==> src/include/rsq_pkg.sv <==
// Notes on behaviour
// - reset bit 7 low holds converter control logic in reset; default 0
// - reset bit 6 low resets gain control logic; default 0
// - reset bit 5 low resets the data shaping filter; default 0
// - reset bit 4 low resets frequency correction and decision level
// - reset bit 3 low resets modulator, bit sync and sequence generator
// - reset bit 2 low resets digital synthesizer part; default 0
// - reset bit 1 low resets the power-up sequencer; default 0
// - reset bit 0 low resets calibration and lock detector; default 0
// - reset bits return to 1 once their reset has begun
// - a subsystem reset completes only while its clock runs
// - wake select 1 (default): select pin falling edge starts sequencing
// - wake select 0: select pin ignored; data pin edge may start it
// - delay codes 0..6 wait 32..256 converter clocks after lock
// - delay code 7 powers receiver at lock; field default 0
// - window codes 0..7 wait 20..36 filter clocks before power down
// - window codes 8..15 wait 40..72 filter clocks; default code 10
// - data pin wakes only with split output, no select, mode 3
// - master reset low loads defaults in all other registers
package rsq_pkg;
    localparam logic [7:0] ADDR_MAIN = 8'h00;
    localparam logic [7:0] ADDR_BLOCK_RST = 8'h02;
    localparam logic [7:0] ADDR_WAKE_CFG = 8'h03;
    localparam logic [7:0] ADDR_RST_DONE = 8'h41;
    localparam logic [7:0] MAIN_DEF = 8'h01;
    localparam logic [7:0] BLOCK_RST_DEF = 8'h00;
    localparam logic [7:0] BLOCK_RST_IDLE = 8'hFF;
    localparam logic [7:0] WAKE_CFG_DEF = 8'h8A;
    localparam logic [7:0] READ_ZERO = 8'h00;
    localparam int MAIN_RST_BIT = 0;
    localparam int PSEL_BIT = 7;
    localparam int RXW_MSB = 6;
    localparam int RXW_LSB = 4;
    localparam int CSW_MSB = 3;
    localparam int CSW_LSB = 0;
    localparam logic [1:0] SEQ_ENABLE_MODE = 2'h3;
    localparam logic [2:0] RXW_NONE = 3'h7;
    localparam int SUB_COUNT = 8;
    localparam int SUB_HOLD = 2;
    localparam logic [8:0] CNT_ONE = 9'h001;
    // converter clock periods per delay code 0..6
    localparam logic [8:0] RX_WAIT_TICKS [0:6] = '{
        9'h020, 9'h02C, 9'h040, 9'h058, 9'h080, 9'h0B0, 9'h100};
    // filter clock periods per window code; code 12 kept as printed (66)
    localparam logic [6:0] CS_WAIT_TICKS [0:15] = '{
        7'h14, 7'h16, 7'h18, 7'h1A, 7'h1C, 7'h1E, 7'h20, 7'h24,
        7'h28, 7'h2C, 7'h30, 7'h34, 7'h42, 7'h3C, 7'h40, 7'h48};

    typedef struct packed {
        logic adc_rst_n;
        logic gain_ctrl_rst_n;
        logic shaping_filter_rst_n;
        logic freq_correct_rst_n;
        logic modem_sync_rst_n;
        logic synth_digital_rst_n;
        logic powerup_fsm_rst_n;
        logic cal_lock_rst_n;
    } rsq_sub_rst_t;

    typedef struct packed {
        logic [7:0] addr;
        logic [7:0] wdata;
        logic wr;
        logic rd;
    } rsq_bus_req_t;

    typedef enum logic [2:0] {
        SEQ_POWER_DOWN,
        SEQ_WAIT_LOCK,
        SEQ_LOCK_DELAY,
        SEQ_CS_WINDOW,
        SEQ_RX_ACTIVE
    } rsq_seq_state_t;
endpackage

==> src/rtl/rsq_sub_reset.sv <==
`timescale 1ns/1ps
// one subsystem soft reset: pending until enough running clock edges
module rsq_sub_reset #(
    parameter int HOLD = 2
) (
    input wire logic mclk,
    input wire logic nrst,
    input wire logic start,
    input wire logic clk_run,
    output logic sub_rst_n,
    output logic done
);
    logic pending;
    logic [7:0] cnt;

    // power-up leaves every subsystem pending, like a written zero
    always_ff @(posedge mclk or negedge nrst) begin
        if (!nrst) begin
            pending <= 1'b1;
            cnt <= 8'h00;
        end else if (start) begin
            pending <= 1'b1;
            cnt <= 8'h00;
        end else if (pending && clk_run) begin
            cnt <= cnt + 8'h01;
            if (cnt == 8'(HOLD - 1)) begin
                pending <= 1'b0;
            end
        end
    end

    // stopped clock keeps the reset asserted indefinitely
    assign sub_rst_n = ~pending;
    assign done = ~pending;
endmodule

==> src/rtl/rsq_top.sv <==
// The implementer's own choice: the address-and-strobe port.
`timescale 1ns/1ps
module rsq_top #(
    parameter int HOLD = rsq_pkg::SUB_HOLD
) (
    input wire logic mclk,
    input wire logic nrst,
    input rsq_pkg::rsq_bus_req_t bus_req,
    output logic [7:0] rdata,
    input wire logic [7:0] sub_clk_run,
    input wire logic select_pin,
    input wire logic data_io_pin,
    input wire logic split_rx_data_out,
    input wire logic [1:0] powerdown_mode_sel,
    input wire logic synth_lock,
    input wire logic carrier_sense,
    input wire logic adc_clk_tick,
    input wire logic filter_clk_tick,
    output rsq_pkg::rsq_sub_rst_t sub_rst,
    output logic synth_power_up,
    output logic rx_power_up,
    output rsq_pkg::rsq_seq_state_t seq_state
);
    logic [7:0] main_ctrl;
    logic [7:0] block_reset_ctrl;
    logic [7:0] wakeup_timing_cfg;
    logic [7:0] start;
    logic [7:0] sub_rst_v;
    logic [7:0] done_v;
    logic master_rst;
    logic wr_main;
    logic wr_block;
    logic wr_wake;
    logic fsm_rst;
    logic select_pin_wakeup_en;
    logic [2:0] rxw_code;
    logic [3:0] csw_code;
    logic [8:0] rxw_ticks;
    logic [8:0] csw_ticks;
    logic sel_prev;
    logic data_prev;
    logic sel_fall;
    logic data_fall;
    logic trigger;
    logic [8:0] cnt;
    logic [8:0] next_cnt;
    rsq_pkg::rsq_seq_state_t next_state;

    // write decode
    assign wr_main = bus_req.wr && bus_req.addr == rsq_pkg::ADDR_MAIN;
    assign wr_block = bus_req.wr && bus_req.addr == rsq_pkg::ADDR_BLOCK_RST;
    assign wr_wake = bus_req.wr && bus_req.addr == rsq_pkg::ADDR_WAKE_CFG;
    assign master_rst = ~main_ctrl[rsq_pkg::MAIN_RST_BIT];

    // main control keeps its own value through a master reset
    always_ff @(posedge mclk or negedge nrst) begin
        if (!nrst) begin
            main_ctrl <= rsq_pkg::MAIN_DEF;
        end else if (wr_main) begin
            main_ctrl <= bus_req.wdata;
        end
    end

    // a zero bit lives one cycle: the reset starts and the bit returns
    always_ff @(posedge mclk or negedge nrst) begin
        if (!nrst) begin
            block_reset_ctrl <= rsq_pkg::BLOCK_RST_DEF;
        end else if (master_rst) begin
            block_reset_ctrl <= rsq_pkg::BLOCK_RST_DEF;
        end else if (wr_block) begin
            block_reset_ctrl <= bus_req.wdata;
        end else begin
            block_reset_ctrl <= rsq_pkg::BLOCK_RST_IDLE;
        end
    end

    always_ff @(posedge mclk or negedge nrst) begin
        if (!nrst) begin
            wakeup_timing_cfg <= rsq_pkg::WAKE_CFG_DEF;
        end else if (master_rst) begin
            wakeup_timing_cfg <= rsq_pkg::WAKE_CFG_DEF;
        end else if (wr_wake) begin
            wakeup_timing_cfg <= bus_req.wdata;
        end
    end

    // read data registered, one cycle after the strobe only
    always_ff @(posedge mclk or negedge nrst) begin
        if (!nrst) begin
            rdata <= rsq_pkg::READ_ZERO;
        end else if (bus_req.rd) begin
            unique case (bus_req.addr)
                rsq_pkg::ADDR_MAIN: rdata <= main_ctrl;
                rsq_pkg::ADDR_BLOCK_RST: rdata <= block_reset_ctrl;
                rsq_pkg::ADDR_WAKE_CFG: rdata <= wakeup_timing_cfg;
                rsq_pkg::ADDR_RST_DONE: rdata <= done_v;
                default: rdata <= rsq_pkg::READ_ZERO;
            endcase
        end else begin
            rdata <= rsq_pkg::READ_ZERO;
        end
    end

    // one reset slice per subsystem, bit i of the control register
    assign start = ~block_reset_ctrl;
    genvar gi;
    generate
        for (gi = 0; gi < rsq_pkg::SUB_COUNT; gi++) begin : g_sub
            rsq_sub_reset #(.HOLD(HOLD)) u_sub (
                .mclk(mclk),
                .nrst(nrst),
                .start(start[gi]),
                .clk_run(sub_clk_run[gi]),
                .sub_rst_n(sub_rst_v[gi]),
                .done(done_v[gi])
            );
        end
    endgenerate

    // subsystem reset outputs, active low
    assign sub_rst.adc_rst_n = sub_rst_v[7];
    assign sub_rst.gain_ctrl_rst_n = sub_rst_v[6];
    assign sub_rst.shaping_filter_rst_n = sub_rst_v[5];
    assign sub_rst.freq_correct_rst_n = sub_rst_v[4];
    assign sub_rst.modem_sync_rst_n = sub_rst_v[3];
    assign sub_rst.synth_digital_rst_n = sub_rst_v[2];
    assign sub_rst.powerup_fsm_rst_n = sub_rst_v[1];
    assign sub_rst.cal_lock_rst_n = sub_rst_v[0];
    assign fsm_rst = ~sub_rst_v[1];

    // configuration fields
    assign select_pin_wakeup_en = wakeup_timing_cfg[rsq_pkg::PSEL_BIT];
    assign rxw_code = wakeup_timing_cfg[rsq_pkg::RXW_MSB:rsq_pkg::RXW_LSB];
    assign csw_code = wakeup_timing_cfg[rsq_pkg::CSW_MSB:rsq_pkg::CSW_LSB];

    // code 7 has no entry; it bypasses the delay state altogether
    always_comb begin
        if (rxw_code == rsq_pkg::RXW_NONE) begin
            rxw_ticks = rsq_pkg::CNT_ONE;
        end else begin
            rxw_ticks = rsq_pkg::RX_WAIT_TICKS[rxw_code];
        end
    end
    assign csw_ticks = {2'b00, rsq_pkg::CS_WAIT_TICKS[csw_code]};

    // edge detect: pins are taken as synchronous already
    always_ff @(posedge mclk or negedge nrst) begin
        if (!nrst) begin
            sel_prev <= 1'b1;
            data_prev <= 1'b1;
        end else begin
            sel_prev <= select_pin;
            data_prev <= data_io_pin;
        end
    end
    assign sel_fall = sel_prev && !select_pin;
    assign data_fall = data_prev && !data_io_pin;

    // select pin wins when enabled; data pin needs all three conditions
    always_comb begin
        if (select_pin_wakeup_en) begin
            trigger = sel_fall;
        end else begin
            trigger = data_fall && split_rx_data_out
                && powerdown_mode_sel == rsq_pkg::SEQ_ENABLE_MODE;
        end
    end

    // sequencer next state; counts run in slow clock ticks, not mclk cycles
    always_comb begin
        next_state = seq_state;
        next_cnt = cnt;
        unique case (seq_state)
            rsq_pkg::SEQ_POWER_DOWN: begin
                if (trigger) begin
                    next_state = rsq_pkg::SEQ_WAIT_LOCK;
                end
            end
            rsq_pkg::SEQ_WAIT_LOCK: begin
                if (synth_lock && rxw_code == rsq_pkg::RXW_NONE) begin
                    next_state = rsq_pkg::SEQ_CS_WINDOW;
                    next_cnt = csw_ticks;
                end else if (synth_lock) begin
                    next_state = rsq_pkg::SEQ_LOCK_DELAY;
                    next_cnt = rxw_ticks;
                end
            end
            rsq_pkg::SEQ_LOCK_DELAY: begin
                if (adc_clk_tick && cnt == rsq_pkg::CNT_ONE) begin
                    next_state = rsq_pkg::SEQ_CS_WINDOW;
                    next_cnt = csw_ticks;
                end else if (adc_clk_tick) begin
                    next_cnt = cnt - rsq_pkg::CNT_ONE;
                end
            end
            rsq_pkg::SEQ_CS_WINDOW: begin
                if (carrier_sense) begin
                    next_state = rsq_pkg::SEQ_RX_ACTIVE;
                end else if (filter_clk_tick && cnt == rsq_pkg::CNT_ONE) begin
                    next_state = rsq_pkg::SEQ_POWER_DOWN;
                end else if (filter_clk_tick) begin
                    next_cnt = cnt - rsq_pkg::CNT_ONE;
                end
            end
            rsq_pkg::SEQ_RX_ACTIVE: begin
                if (!carrier_sense) begin
                    next_state = rsq_pkg::SEQ_POWER_DOWN;
                end
            end
            default: begin
                next_state = rsq_pkg::SEQ_POWER_DOWN;
            end
        endcase
    end

    // sequencer state, held idle while its soft reset is pending
    always_ff @(posedge mclk or negedge nrst) begin
        if (!nrst) begin
            seq_state <= rsq_pkg::SEQ_POWER_DOWN;
            cnt <= 9'h000;
        end else if (fsm_rst) begin
            seq_state <= rsq_pkg::SEQ_POWER_DOWN;
            cnt <= 9'h000;
        end else begin
            seq_state <= next_state;
            cnt <= next_cnt;
        end
    end

    // power controls follow the state, registered for clean outputs
    always_ff @(posedge mclk or negedge nrst) begin
        if (!nrst) begin
            synth_power_up <= 1'b0;
            rx_power_up <= 1'b0;
        end else if (fsm_rst) begin
            synth_power_up <= 1'b0;
            rx_power_up <= 1'b0;
        end else begin
            synth_power_up <= next_state != rsq_pkg::SEQ_POWER_DOWN;
            rx_power_up <= next_state == rsq_pkg::SEQ_CS_WINDOW
                || next_state == rsq_pkg::SEQ_RX_ACTIVE;
        end
    end
endmodule

==> config.mk <==
export PLATFORM = sky130hd
export DESIGN_NAME = rsq_top
export DESIGN_NICKNAME = d
export VERILOG_FILES = /design/src/include/rsq_pkg.sv /design/src/rtl/rsq_sub_reset.sv /design/src/rtl/rsq_top.sv
export SDC_FILE = /design/constraint.sdc
export NUM_CORES = 1
export LEC_CHECK = 0
export BUFFER_PORTS_ARGS = -buffer_cell sky130_fd_sc_hd__buf_4
export CAP_MARGIN = 20
export CORE_MARGIN = 2
export CORE_UTILIZATION = 35
export CTS_BUF_LIST = sky130_fd_sc_hd__clkbuf_8
export DETAILED_ROUTE_END_ITERATION = 10
export PLACE_DENSITY_LB_ADDON = 0.08
export SLEW_MARGIN = 15
export SYNTH_ARGS = -nofsm -noshare
export SYNTH_HDL_FRONTEND = slang
export SYNTH_SLANG_ARGS = --single-unit
==> constraint.sdc <==
create_clock -name mclk -period 2.3 [get_ports mclk]
set_input_delay 0.23 -clock mclk [delete_from_list [all_inputs] [get_ports mclk]]
set_output_delay 0.23 -clock mclk [all_outputs]
set_load 0.01 [all_outputs]
==> impl_metrics.prom, run 1 <==
# TYPE chip_impl_metric gauge
chip_impl_metric{name="wire_per_inst",unit="um"} 15.6
chip_impl_metric{name="timing.clock.skew",unit="ps"} 9.50
chip_impl_metric{name="power_spent_charging_and_discharging_nets",unit="W"} 0.00103
chip_impl_metric{name="cts-buffers-inserted",unit=""} 17
chip_impl_metric{name="io_pins",unit=""} 58
chip_impl_metric{name="max_cap_violations",unit=""} 0
chip_impl_metric{name="first_global_vias",unit=""} 4794
chip_impl_metric{name="critPathMaxFanout",unit=""} 8
chip_impl_metric{name="final_hold_violation_count",unit=""} 0
chip_impl_metric{name="clk_path_buf_depth",unit=""} 2
chip_impl_metric{name="worst_path_largest_cell_delay",unit="ps"} 420
chip_impl_info{name="synthFlopType",value="dfrtp_1"} 1
chip_impl_metric{name="half_perimeter_wire_length_after_detailed_placement",unit="mm"} 10.2
chip_impl_metric{name="cts.hold.buffers_added",unit=""} 6
chip_impl_metric{name="global_route_wire_length_before_repair",unit="mm"} 24.2
chip_impl_metric{name="port_buffers",unit=""} 57
chip_impl_info{name="mostFrequentLayoutCells",value="106 x dfrtp_1, 67 x nand2_1, 66 x buf_4, 63 x and2_1, 43 x xnor2_1"} 1
chip_impl_metric{name="cp_num_cells",unit=""} 7
chip_impl_metric{name="postPlaceCellArea",unit="um^2"} 7190
chip_impl_metric{name="report.final.slew_viol_count",unit=""} 0
chip_impl_metric{name="total_routed_wirelength",unit="mm"} 14.5
chip_impl_metric{name="power.share.combinational",unit="%"} 5.2
chip_impl_metric{name="gp_routability_congestion",unit=""} 0.850
chip_impl_metric{name="fraction_of_layout_instances_using_a_drive_strength_above_1",unit="%"} 20.2
chip_impl_info{name="layout.cells.most_common",value="dfrtp_1"} 1
chip_impl_metric{name="h-tree-depth",unit=""} 4
chip_impl_metric{name="clockPowerShare",unit="%"} 43.3
chip_impl_metric{name="clock_latency",unit="ps"} 430
chip_impl_metric{name="synth-seq-area-share",unit="%"} 46.4
chip_impl_metric{name="grt-ovfl-total",unit=""} 0
chip_impl_metric{name="worst_path_setup_slack_after_routing",unit="ps"} 273
chip_impl_info{name="crit_slowest_cell",value="dfrtp_1"} 1
chip_impl_metric{name="post_synth.cell_area_avg",unit="um^2"} 10.4
chip_impl_info{name="outcome",value="finished clean"} 1
chip_impl_metric{name="grt_start_max_net_pins",unit=""} 48
chip_impl_metric{name="power_switching_share",unit="%"} 24.3
chip_impl_metric{name="dieArea",unit="um^2"} 19700
chip_impl_metric{name="detail_route.drc_violations",unit=""} 0
chip_impl_metric{name="worstPathRequired",unit="ps"} 2620
chip_impl_metric{name="finalSetupViolCount",unit=""} 0
chip_impl_metric{name="synthDistinctLibCells",unit=""} 72
chip_impl_info{name="timing_worst_setup_path_type",value="reg2reg"} 1
chip_impl_metric{name="stdcell_area",unit="um^2"} 7630
chip_impl_info{name="cpLargestDelayFamily",value="compound AO/OA/AOI/OAI gates"} 1
chip_impl_metric{name="layout_worst_path_cycle_share",unit="%"} 88.1
chip_impl_info{name="clock_tree_from_tritoncts",value="done"} 1
chip_impl_metric{name="cts_resized",unit=""} 0
chip_impl_info{name="timing.critical_path.from_type",value="register"} 1
chip_impl_metric{name="synth-seq-cells",unit=""} 120
chip_impl_metric{name="syn_nets",unit=""} 681
chip_impl_metric{name="growth_of_design_area_from_synthesis_to_finish",unit="%"} 17.3
chip_impl_metric{name="floorplan.initialDensity",unit="%"} 36.0
chip_impl_metric{name="antenna_found_initial",unit=""} 0
chip_impl_metric{name="detailedRoute.firstPassIterationCount",unit=""} 5
chip_impl_metric{name="antennaDiodeCount",unit=""} 0
chip_impl_metric{name="antenna_left",unit=""} 0
chip_impl_metric{name="placement_rows",unit=""} 49
chip_impl_metric{name="finalCriticalPeriod",unit="ps"} 2030
chip_impl_metric{name="route.vias.total",unit=""} 4807
chip_impl_metric{name="setup_total_negative_slack",unit="ps"} 0
chip_impl_metric{name="synthesis.yosys.warnings",unit=""} 0
chip_impl_metric{name="postLayoutCoreUtil",unit="%"} 42.2
chip_impl_metric{name="cts_num_sinks",unit=""} 120
chip_impl_metric{name="share_seq_of_total_power",unit="%"} 51.4
chip_impl_metric{name="dieWidth",unit="um"} 140
chip_impl_metric{name="hold-path-cell-count",unit=""} 3
chip_impl_metric{name="postCtsSetupRepairBufs",unit=""} 0
chip_impl_metric{name="finalHoldWorstSlack",unit="ps"} 35.9
chip_impl_metric{name="die_h",unit="um"} 140
chip_impl_metric{name="timing.fmax",unit="GHz"} 0.493
chip_impl_metric{name="fill_cells",unit=""} 1715
chip_impl_info{name="critPathCaptureType",value="register"} 1
chip_impl_metric{name="critPathBufInv",unit=""} 1
chip_impl_metric{name="worstMarginPinSlew",unit="ps"} 645
chip_impl_metric{name="synth_enable_flop_cells",unit=""} 0
chip_impl_info{name="unrepaired_setup_endpoints_after_global_routing",value="no"} 1
chip_impl_metric{name="coreArea",unit="um^2"} 18100
chip_impl_metric{name="ys_async_sr_fraction",unit="%"} 100
chip_impl_metric{name="netlist_area",unit="um^2"} 6500
chip_impl_metric{name="clock_transition_at_path_regs",unit="ps"} 80
chip_impl_info{name="cp_cell_sequence",value="inv_1 > ha_1 > nor4b_4 > a21boi_2 > o221ai_4 > nor2_2 > a211o_1"} 1
chip_impl_metric{name="timing.critical_path.arrival",unit="ps"} 2350
chip_impl_metric{name="power.static_leakage",unit="nW"} 3.66
chip_impl_metric{name="fin_nets",unit=""} 746
chip_impl_metric{name="power-per-cell-area",unit="nW/um^2"} 557
chip_impl_metric{name="r2r_cells",unit=""} 7
chip_impl_metric{name="dp_slack",unit="ps"} 277
chip_impl_info{name="ctsRootBufferMaster",value="clkbuf_8"} 1
chip_impl_metric{name="vdd_drop_max",unit="uV"} 318
chip_impl_metric{name="timing.max_slew.rel_slack",unit="%"} 56.7
chip_impl_metric{name="syn_inst",unit=""} 624
chip_impl_metric{name="grtUsageTotal",unit="%"} 15.3
chip_impl_metric{name="detail_route.vias_per_cell",unit=""} 5.16
chip_impl_metric{name="first_iter_violations",unit=""} 276
chip_impl_info{name="hp-class",value="in2reg"} 1
chip_impl_metric{name="cell_internal_pwr",unit="W"} 0.00322
-- final timing paths --
| check | startpoint | to | slack [ps] |
|---|---|---|---|
| max | cnt[1] | cnt[4] | 270 |
| min | bus_req[7] | block_reset_ctrl[5] | 40 |
| max reg2reg | cnt[1] | cnt[4] | 270 |
| min reg2reg | g_sub[3].u_sub.pending | g_sub[3].u_sub.pending | 510 |
| max in group asynchronous | nrst | data_prev | 1290 |
| min in group asynchronous | nrst | g_sub[6].u_sub.cnt[6] | 320 |
-- power groups by stage --
| stage | sequential, W | combinational [W] | clock, W |
|---|---|---|---|
| 4_1_cts | 0.00219 | 0.000230 | 0.00192 |
| 3_5_place_dp | 0.00223 | 0.000219 | 0 |
| 5_1_grt | 0.00219 | 0.000252 | 0.00203 |
| 6_report | 0.00219 | 0.000223 | 0.00184 |
| 2_1_floorplan | 0.00220 | 0.0000930 | 0 |
| 3_3_place_gp | 0.00222 | 0.000217 | 0 |
-- per-stage QoR --
stage / cells / power (W)
finish: 931 / 0.00425
global route: 931 / 0.00447
CTS: 931 / 0.00434
detailed placement: 893 / 0.00244
global placement: 893 / 0.00244
floorplan: 624 / 0.00230
-- worst min-delay path, cell delays in order --
cell and delay [ps]:
buf_4 90, nand2_1 50, nand2_1 60
-- metal layers --
layer  up-vias  wire, um  track usage (%)
li1       2330         -                -
met1      2363      7030             21.0
met2        95      6700             23.6
met3        19       591             3.97
met4         0       199             5.32
met5         -         0                0
-- cell type report --
class | instances | area (um^2) | share of cell area (%)
inverters | 23 | 86.3 | 1.13
well taps | 229 | 287 | 3.76
repair buffers | 74 | 596 | 7.81
flip-flops and latches | 120 | 3020 | 39.6
clock inverters | 14 | 134 | 1.75
multi-input cells | 453 | 3260 | 42.7
clock buffers | 18 | 248 | 3.25
-- sequential cells by signal, summed over array words and instances (netlist names), 3 cells and up --
name                 cells
main_ctrl                8
block_reset_ctrl         8
rdata                    8
g_sub.u_sub.cnt         64
seq_state                3
g_sub.u_sub.pending      8
wakeup_timing_cfg        8
cnt                      9
-- synthesized netlist by cell type (9+ instances only) --
cell	n	area, um^2
dfrtp_1	106	2650
and2_1	63	394
nor2_1	17	63.8
a21oi_1	9	45.0
nand4_1	9	56.3
nand3_1	21	105
nor2b_1	12	75.1
mux2i_1	9	90.1
inv_1	23	86.3
nand2_1	67	251
o21ai_0	18	90.1
dfstp_2	14	368
clkbuf_1	16	60.1
xnor2_1	43	377
and3_1	19	119
ha_1	20	250
xor2_1	14	123
-- cell families after synthesis --
group / share of synthesized area (%)
compound gates: 10.9
xor+xnor: 7.68
fa+ha+maj: 3.85
buf+inv: 3.46
flops: 46.4
mux: 3.00
simple gates: 24.7
No activity file was read; power rests on OpenSTA's default activity.
==> run 2: changes to the inputs <==
--- a/config.mk
+++ b/config.mk
@@ -7,2 +7,3 @@
 export LEC_CHECK = 0
+export ABC_AREA = 1
 export BUFFER_PORTS_ARGS = -buffer_cell sky130_fd_sc_hd__buf_4
==> constraint.sdc (replaced) <==
create_clock -name mclk -period 2.3 [get_ports mclk]
set_input_delay 0 -clock mclk [delete_from_list [all_inputs] [get_ports mclk]]
set_output_delay 0 -clock mclk [all_outputs]
set_load 0.01 [all_outputs]
==> run 2 against run 1 <==
  * Count of clock-buffer cells in the layout rose by 1
  * Register-to-register slack improved by 350 ps
  * Combinational power rose to 11 times the previous value
  * Largest cell class is now registers
==> impl_metrics.prom, run 2 <==
# TYPE chip_impl_metric gauge
chip_impl_metric{name="coreArea",unit="um^2"} 18600
chip_impl_info{name="hp-class",value="in2reg"} 1
chip_impl_metric{name="gp_routability_congestion",unit=""} 0.807
chip_impl_info{name="unrepaired_setup_endpoints_after_global_routing",value="no"} 1
chip_impl_metric{name="total_routed_wirelength",unit="mm"} 16.2
chip_impl_metric{name="syn_nets",unit=""} 921
chip_impl_metric{name="grt_start_max_net_pins",unit=""} 46
chip_impl_metric{name="clock_transition_at_path_regs",unit="ps"} 70
chip_impl_info{name="worstReg2RegStart",value="g_sub[1].u_sub.pending"} 1
chip_impl_metric{name="detail_route.vias_per_cell",unit=""} 4.78
chip_impl_metric{name="first_iter_violations",unit=""} 293
chip_impl_info{name="outcome",value="finished clean"} 1
chip_impl_metric{name="grt-ovfl-total",unit=""} 0
chip_impl_metric{name="io_pins",unit=""} 58
chip_impl_metric{name="timing.critical_path.arrival",unit="ps"} 2020
chip_impl_metric{name="fraction_of_layout_instances_using_a_drive_strength_above_1",unit="%"} 13.4
chip_impl_info{name="reg_top3",value="g_sub.u_sub.cnt: 64 flops, cnt: 9 flops"} 1
chip_impl_metric{name="detail_route.drc_violations",unit=""} 0
chip_impl_metric{name="finalCriticalPeriod",unit="ps"} 1680
chip_impl_metric{name="flip_flop_count_of_the_largest_register_after_layout",unit=""} 64
chip_impl_metric{name="h-tree-depth",unit=""} 4
chip_impl_metric{name="worstPathRequired",unit="ps"} 2640
chip_impl_metric{name="netlist_area",unit="um^2"} 6590
chip_impl_metric{name="dieWidth",unit="um"} 141
chip_impl_metric{name="worstMarginPinSlew",unit="ps"} 619
chip_impl_metric{name="synth_enable_flop_cells",unit=""} 0
chip_impl_info{name="mostFrequentLayoutCells",value="197 x nand2_1, 121 x inv_1, 106 x dfrtp_1, 105 x nor2_1, 69 x nand3_1"} 1
chip_impl_metric{name="detailedRoute.firstPassIterationCount",unit=""} 7
chip_impl_metric{name="power_spent_charging_and_discharging_nets",unit="W"} 0.00306
chip_impl_metric{name="dieArea",unit="um^2"} 19900
chip_impl_metric{name="first_global_vias",unit=""} 5515
chip_impl_metric{name="port_buffers",unit=""} 57
chip_impl_info{name="post_synth_most_frequent_cells",value="197 x nand2_1, 117 x inv_1, 106 x dfrtp_1, 105 x nor2_1, 69 x nand3_1"} 1
chip_impl_metric{name="vdd_drop_max",unit="uV"} 408
chip_impl_metric{name="die_h",unit="um"} 141
chip_impl_metric{name="synth_top_area_share",unit="%"} 40.3
chip_impl_info{name="post_synth_main_area_contributors",value="dfrtp_1 40%, nand2_1 11%, inv_1 6.7%, nor2_1 6.0%, dfstp_2 5.6%"} 1
chip_impl_metric{name="critPathMaxFanout",unit=""} 7
chip_impl_metric{name="growth_of_design_area_from_synthesis_to_finish",unit="%"} 19.7
chip_impl_metric{name="power_switching_share",unit="%"} 39.3
chip_impl_metric{name="grtUsageTotal",unit="%"} 17.2
chip_impl_metric{name="cts_num_sinks",unit=""} 120
chip_impl_metric{name="global_route_wire_length_before_repair",unit="mm"} 27.3
chip_impl_metric{name="synthDistinctLibCells",unit=""} 41
chip_impl_metric{name="antennaDiodeCount",unit=""} 0
chip_impl_metric{name="synth-seq-cells",unit=""} 120
chip_impl_metric{name="cell_internal_pwr",unit="W"} 0.00472
chip_impl_metric{name="cts-buffers-inserted",unit=""} 17
chip_impl_metric{name="ys_async_sr_fraction",unit="%"} 100
chip_impl_metric{name="setup_total_negative_slack",unit="ps"} 0
chip_impl_metric{name="syn_inst",unit=""} 864
chip_impl_metric{name="max_cap_violations",unit=""} 0
chip_impl_metric{name="fin_nets",unit=""} 1008
chip_impl_info{name="clock_tree_from_tritoncts",value="done"} 1
chip_impl_metric{name="clk_path_buf_depth",unit=""} 2
chip_impl_metric{name="total_power_consumption",unit="W"} 0.00777
chip_impl_metric{name="timing.fmax",unit="GHz"} 0.595
chip_impl_metric{name="share_seq_of_total_power",unit="%"} 43.3
chip_impl_metric{name="report.final.slew_viol_count",unit=""} 0
chip_impl_metric{name="floorplan.initialDensity",unit="%"} 35.4
chip_impl_metric{name="postPlaceCellArea",unit="um^2"} 7260
chip_impl_info{name="min-delay-start",value="adc_clk_tick"} 1
chip_impl_metric{name="power.static_leakage",unit="nW"} 3.98
chip_impl_metric{name="antenna_found_initial",unit=""} 0
chip_impl_metric{name="final_hold_violation_count",unit=""} 0
chip_impl_metric{name="fill_cells",unit=""} 1933
chip_impl_metric{name="finalSetupViolCount",unit=""} 0
chip_impl_info{name="netlist.top_cell.by_area",value="dfrtp_1"} 1
chip_impl_info{name="synthFlopType",value="dfrtp_1"} 1
chip_impl_metric{name="synthesis.yosys.warnings",unit=""} 0
chip_impl_metric{name="power.share.combinational",unit="%"} 32.7
chip_impl_metric{name="route.vias.total",unit=""} 5728
chip_impl_metric{name="timing.clock.skew",unit="ps"} 11.2
chip_impl_metric{name="post_synth.cell_area_avg",unit="um^2"} 7.62
chip_impl_metric{name="placement_rows",unit=""} 50
chip_impl_info{name="timing_worst_setup_path_type",value="reg2reg"} 1
chip_impl_metric{name="clock_latency",unit="ps"} 430
chip_impl_metric{name="synth-seq-area-share",unit="%"} 45.9
chip_impl_metric{name="antenna_left",unit=""} 0
chip_impl_metric{name="layout_worst_path_cycle_share",unit="%"} 73.1
chip_impl_metric{name="power-per-cell-area",unit="nW/um^2"} 986
chip_impl_info{name="yosys.cell_count.top_type",value="nand2_1"} 1
chip_impl_metric{name="wire_per_inst",unit="um"} 13.6
chip_impl_metric{name="layout.area.seq",unit="um^2"} 3020
chip_impl_metric{name="clockPowerShare",unit="%"} 24.0
chip_impl_metric{name="stdcell_area",unit="um^2"} 7890
chip_impl_info{name="worst_setup_path_startpoint",value="g_sub[1].u_sub.pending"} 1
chip_impl_metric{name="timing.max_slew.rel_slack",unit="%"} 58.4
chip_impl_info{name="timing.critical_path.from_type",value="register"} 1
chip_impl_info{name="critPathCaptureType",value="register"} 1
chip_impl_info{name="ctsRootBufferMaster",value="clkbuf_8"} 1
chip_impl_info{name="layout.cells.most_common",value="nand2_1"} 1
chip_impl_metric{name="postCtsSetupRepairBufs",unit=""} 0
chip_impl_metric{name="half_perimeter_wire_length_after_detailed_placement",unit="mm"} 11.9
chip_impl_info{name="largest_register",value="g_sub.u_sub.cnt"} 1
chip_impl_metric{name="multi_input_area",unit="um^2"} 2990
==> run 2: cell count changes after synthesis, sizes merged, moves of 20 or more <==
cell,delta
a21oi,+39
nor3,+24
inv,+96
and2,-63
xnor2,-42
nand3,+46
and3,-20
nor2,+93
o21ai,+57
nand2,+135
==> run 2: per-layer routing <==
layer | vias to the layer above | GRT usage (%) | routed length [um]
li1 | 2977 | - | -
met1 | 2679 | 23.6 | 8050
met2 | 61 | 27.4 | 7510
met3 | 11 | 3.77 | 476
met4 | 0 | 5.37 | 210
met5 | - | 0 | 0
==> run 2: per-stage QoR <==
step | hold WS [ps] | setup slack [ps] | instances | util, %
6_report | 38.8 | 620 | 1198 | 42.4
5_1_grt | 49.1 | 381 | 1198 | 42.4
4_1_cts | 9.90 | 575 | 1198 | 42.4
3_5_place_dp | 17.9 | 586 | 1141 | 39.1
3_3_place_gp | 21.9 | 582 | 1141 | 39.1
2_1_floorplan | -296 | 814 | 864 | -
==> run 2: timing repair <==
item,CTS,global route
endpoints found under the hold margin,160,0
gates resized for setup,0,0
hold buffers,25,0
==> run 2: critical path, cell delays in order (launching register included) <==
cell and delay (ps):
dfstp_2 650, nand2_1 150, nand2_1 190, nand3_1 140, nor2_1 190, a21oi_1 90, a211oi_1 180
==> run 2: worst paths after layout <==
check	end	slack [ps]	depth (start not counted)
setup / recovery	g_sub[1].u_sub.cnt[6]	620	6
hold / removal	cnt[6]	40	5
setup reg to reg	g_sub[1].u_sub.cnt[6]	620	6
hold reg to reg	main_ctrl[4]	470	2
max in group asynchronous	g_sub[1].u_sub.pending	1540	3
min in group asynchronous	g_sub[3].u_sub.cnt[3]	100	2
==> run 2: power groups by stage <==
stage	Clock, W	Combinational (W)	Sequential, W
floorplan	0	0.00195	0.00320
global placement	0	0.00251	0.00341
CTS	0.00194	0.00256	0.00337
finish	0.00187	0.00254	0.00337
global route	0.00202	0.00296	0.00348
detailed placement	0	0.00252	0.00340
==> run 2: cells by family (layout without fill, tap and decap cells) <==
logic type	after synthesis	in the layout	synth area share, %
flops	120	120	45.9
mux	1	1	0.152
simple gates	435	435	29.1
xor+xnor	3	3	0.399
buf+inv	141	241	8.70
compound gates	144	144	12.0
fa+ha+maj	20	20	3.80
==> run 2: final cells by class <==
class / instances / share of cell area [%]
timing repair buffer: 88 / 9.49
sequential: 120 / 38.3
clock inverter: 13 / 1.48
inverter: 121 / 5.76
clock buffer: 19 / 3.32
multi-input combinational: 603 / 37.9
tap: 234 / 3.71
==> run 3: changes to the inputs <==
Clock period 2.3 ns to 1.67 ns, I/O delays scaled along.
==> run 3 against run 2 <==
  * Cell count rose by 2.2%
  * Design area is 5.0% higher
  * Setup slack worse by 600 ps
  * Sequential power rose by 35%
  * Hold slack lost 15 ps
  * Clock skew up 3.6 ps
  * Die area is the same
  * First-iteration DRC count fell by 14%
  * Power rose by 44%
==> impl_metrics.prom, run 3 (synthesis results as in run 2) <==
# TYPE chip_impl_metric gauge
chip_impl_info{name="timing.critical_path.from_type",value="register"} 1
chip_impl_info{name="largest_register",value="g_sub.u_sub.cnt"} 1
chip_impl_metric{name="die_h",unit="um"} 141
chip_impl_info{name="hp-class",value="in2reg"} 1
chip_impl_metric{name="route.vias.total",unit=""} 5821
chip_impl_metric{name="setup_total_negative_slack",unit="ps"} 0
chip_impl_metric{name="worstMarginPinSlew",unit="ps"} 488
chip_impl_info{name="cpMostUsedCell",value="nand2_2"} 1
chip_impl_metric{name="dieArea",unit="um^2"} 19900
chip_impl_metric{name="io_pins",unit=""} 58
chip_impl_metric{name="fraction_of_layout_instances_using_a_drive_strength_above_1",unit="%"} 19.2
chip_impl_info{name="reg_top3",value="g_sub.u_sub.cnt: 64 flops, cnt: 9 flops"} 1
chip_impl_metric{name="timing.fmax",unit="GHz"} 0.605
chip_impl_metric{name="flip_flop_count_of_the_largest_register_after_layout",unit=""} 64
chip_impl_metric{name="floorplan.initialDensity",unit="%"} 35.4
chip_impl_metric{name="cts_num_sinks",unit=""} 120
chip_impl_metric{name="first_global_vias",unit=""} 5700
chip_impl_metric{name="stdcell_area",unit="um^2"} 8280
chip_impl_metric{name="grt-ovfl-total",unit=""} 0
chip_impl_metric{name="detail_route.vias_per_cell",unit=""} 4.76
chip_impl_metric{name="first_iter_violations",unit=""} 253
chip_impl_info{name="crit_slowest_cell",value="dfrtp_1"} 1
chip_impl_metric{name="dieWidth",unit="um"} 141
chip_impl_metric{name="power.static_leakage",unit="nW"} 4.17
chip_impl_metric{name="finalCriticalPeriod",unit="ps"} 1650
chip_impl_metric{name="antenna_left",unit=""} 0
chip_impl_metric{name="port_buffers",unit=""} 57
chip_impl_metric{name="global_route_wire_length_before_repair",unit="mm"} 27.7
chip_impl_metric{name="clock_transition_at_path_regs",unit="ps"} 70
chip_impl_info{name="mostFrequentLayoutCells",value="187 x nand2_1, 117 x inv_1, 105 x dfrtp_1, 101 x nor2_1, 88 x buf_4"} 1
chip_impl_metric{name="final_cells",unit=""} 1224
chip_impl_metric{name="antenna_found_initial",unit=""} 0
chip_impl_metric{name="final_hold_violation_count",unit=""} 0
chip_impl_metric{name="power-per-cell-area",unit="nW/um^2"} 1360
chip_impl_metric{name="layout_worst_path_cycle_share",unit="%"} 98.9
chip_impl_metric{name="total_power_consumption",unit="W"} 0.0112
chip_impl_metric{name="postPlaceCellArea",unit="um^2"} 7430
chip_impl_metric{name="clk_path_buf_depth",unit=""} 2
chip_impl_metric{name="wire_per_inst",unit="um"} 13.5
chip_impl_metric{name="finalSetupViolCount",unit=""} 0
chip_impl_info{name="critPathCaptureType",value="register"} 1
chip_impl_info{name="ctsRootBufferMaster",value="clkbuf_8"} 1
chip_impl_info{name="cp_cell_sequence",value="inv_2 > ha_4 > inv_2 > nor2_1 > nand2_1 > nor2_4 > nand2_2 > nand2_2 > nand2_1 > inv_1 > nand2_2 > nand2_2 > nand2_1"} 1
chip_impl_metric{name="half_perimeter_wire_length_after_detailed_placement",unit="mm"} 12.2
chip_impl_metric{name="growth_of_design_area_from_synthesis_to_finish",unit="%"} 25.8
chip_impl_metric{name="max_cap_violations",unit=""} 0
chip_impl_metric{name="coreArea",unit="um^2"} 18600
chip_impl_metric{name="timing.clock.skew",unit="ps"} 14.8
chip_impl_metric{name="worst_path_largest_cell_delay",unit="ps"} 410
chip_impl_metric{name="timing.max_slew.rel_slack",unit="%"} 67.4
chip_impl_metric{name="placement_rows",unit=""} 50
chip_impl_metric{name="grt_start_max_net_pins",unit=""} 54
chip_impl_metric{name="total_routed_wirelength",unit="mm"} 16.5
chip_impl_metric{name="gp_routability_congestion",unit=""} 0.807
chip_impl_metric{name="detail_route.drc_violations",unit=""} 0
chip_impl_metric{name="numPlacedInstances",unit=""} 1164
chip_impl_info{name="layout.cells.most_common",value="nand2_1"} 1
chip_impl_metric{name="detailedRoute.firstPassIterationCount",unit=""} 5
chip_impl_metric{name="timing.critical_path.arrival",unit="ps"} 1970
chip_impl_metric{name="worstPathRequired",unit="ps"} 1990
chip_impl_metric{name="vdd_drop_max",unit="uV"} 553
chip_impl_info{name="unrepaired_setup_endpoints_after_global_routing",value="yes"} 1
chip_impl_metric{name="critPathMaxFanout",unit=""} 6
chip_impl_info{name="outcome",value="finished clean"} 1
chip_impl_metric{name="clock_latency",unit="ps"} 440
chip_impl_info{name="timing_worst_setup_path_type",value="reg2reg"} 1
chip_impl_metric{name="antennaDiodeCount",unit=""} 0
chip_impl_metric{name="fin_nets",unit=""} 1036
chip_impl_info{name="clock_tree_from_tritoncts",value="done"} 1
chip_impl_metric{name="cts-buffers-inserted",unit=""} 17
chip_impl_metric{name="grtUsageTotal",unit="%"} 17.4
chip_impl_metric{name="h-tree-depth",unit=""} 4
chip_impl_metric{name="report.final.slew_viol_count",unit=""} 0
chip_impl_metric{name="finalHoldWorstSlack",unit="ps"} 24.1
==> run 3: cell count changes in the layout (fill, tap and decap cells not counted), moves of 5 or more <==
cell / delta
buf_4: +27
nand2_1: -10
nand2_2: +8
nand3_1: -5
nor3_1: -6
==> run 3: worst paths after layout <==
kind / start / to / slack [ps] / cells after the start
min in group asynchronous: nrst / data_prev / 120 / 2
worst min register to register: main_ctrl[2] / main_ctrl[2] / 470 / 2
max in group asynchronous: nrst / rdata[7] / 630 / 3
worst min-delay path: adc_clk_tick / cnt[0] / 20 / 4
worst max-delay path: cnt[1] / synth_power_up / 20 / 13
worst max register to register: cnt[1] / synth_power_up / 20 / 13
==> run 3: cell type report <==
cell class,count,area (um^2)
inverters,121,458
repair buffers,115,951
fillers,1897,10300
clock inverters,10,129
flip-flops and latches,120,3020
clock buffers,20,275
multi-input cells,604,3150
well taps,234,293
==> run 3: metal layers <==
layer	GRT usage, %	wire length (um)	up-vias
met4	4.89	250	0
met5	0	0	-
li1	-	-	3036
met3	4.14	416	14
met1	23.2	7990	2708
met2	28.3	7810	63
==> run 3: repair_timing <==
item,in CTS,in global routing
endpoints found under the setup margin,0,19
buffers inserted,0,4
gates resized for setup,0,42
hold buffers,25,0
hold endpoints to repair,170,0
==> run 3: per-stage QoR <==
| stage | setup WS, ps | utilization [%] |
|---|---|---|
| after floorplan | 184 | - |
| after detailed placement | 16.2 | 40.0 |
| after global routing | -111 | 44.6 |
| after CTS | 7.08 | 43.5 |
| after global placement | 33.3 | 40.0 |
| final | 18.3 | 44.6 |
==> run 3: power breakdown <==
group | switching, W | internal [W] | total, W | leakage (nW)
combinational | 0.00239 | 0.00156 | 0.00395 | 2.45
sequential | 0.000793 | 0.00376 | 0.00455 | 1.51
clock | 0.00117 | 0.00156 | 0.00273 | 0.213
==> run 3: worst max-delay path: cells and delay by family (launching register included) <==
kind	cells	cell delay (ps)
adders and majority gates	1	130
buffers and inverters	3	170
DFF	1	410
and+or+nand+nor	9	850
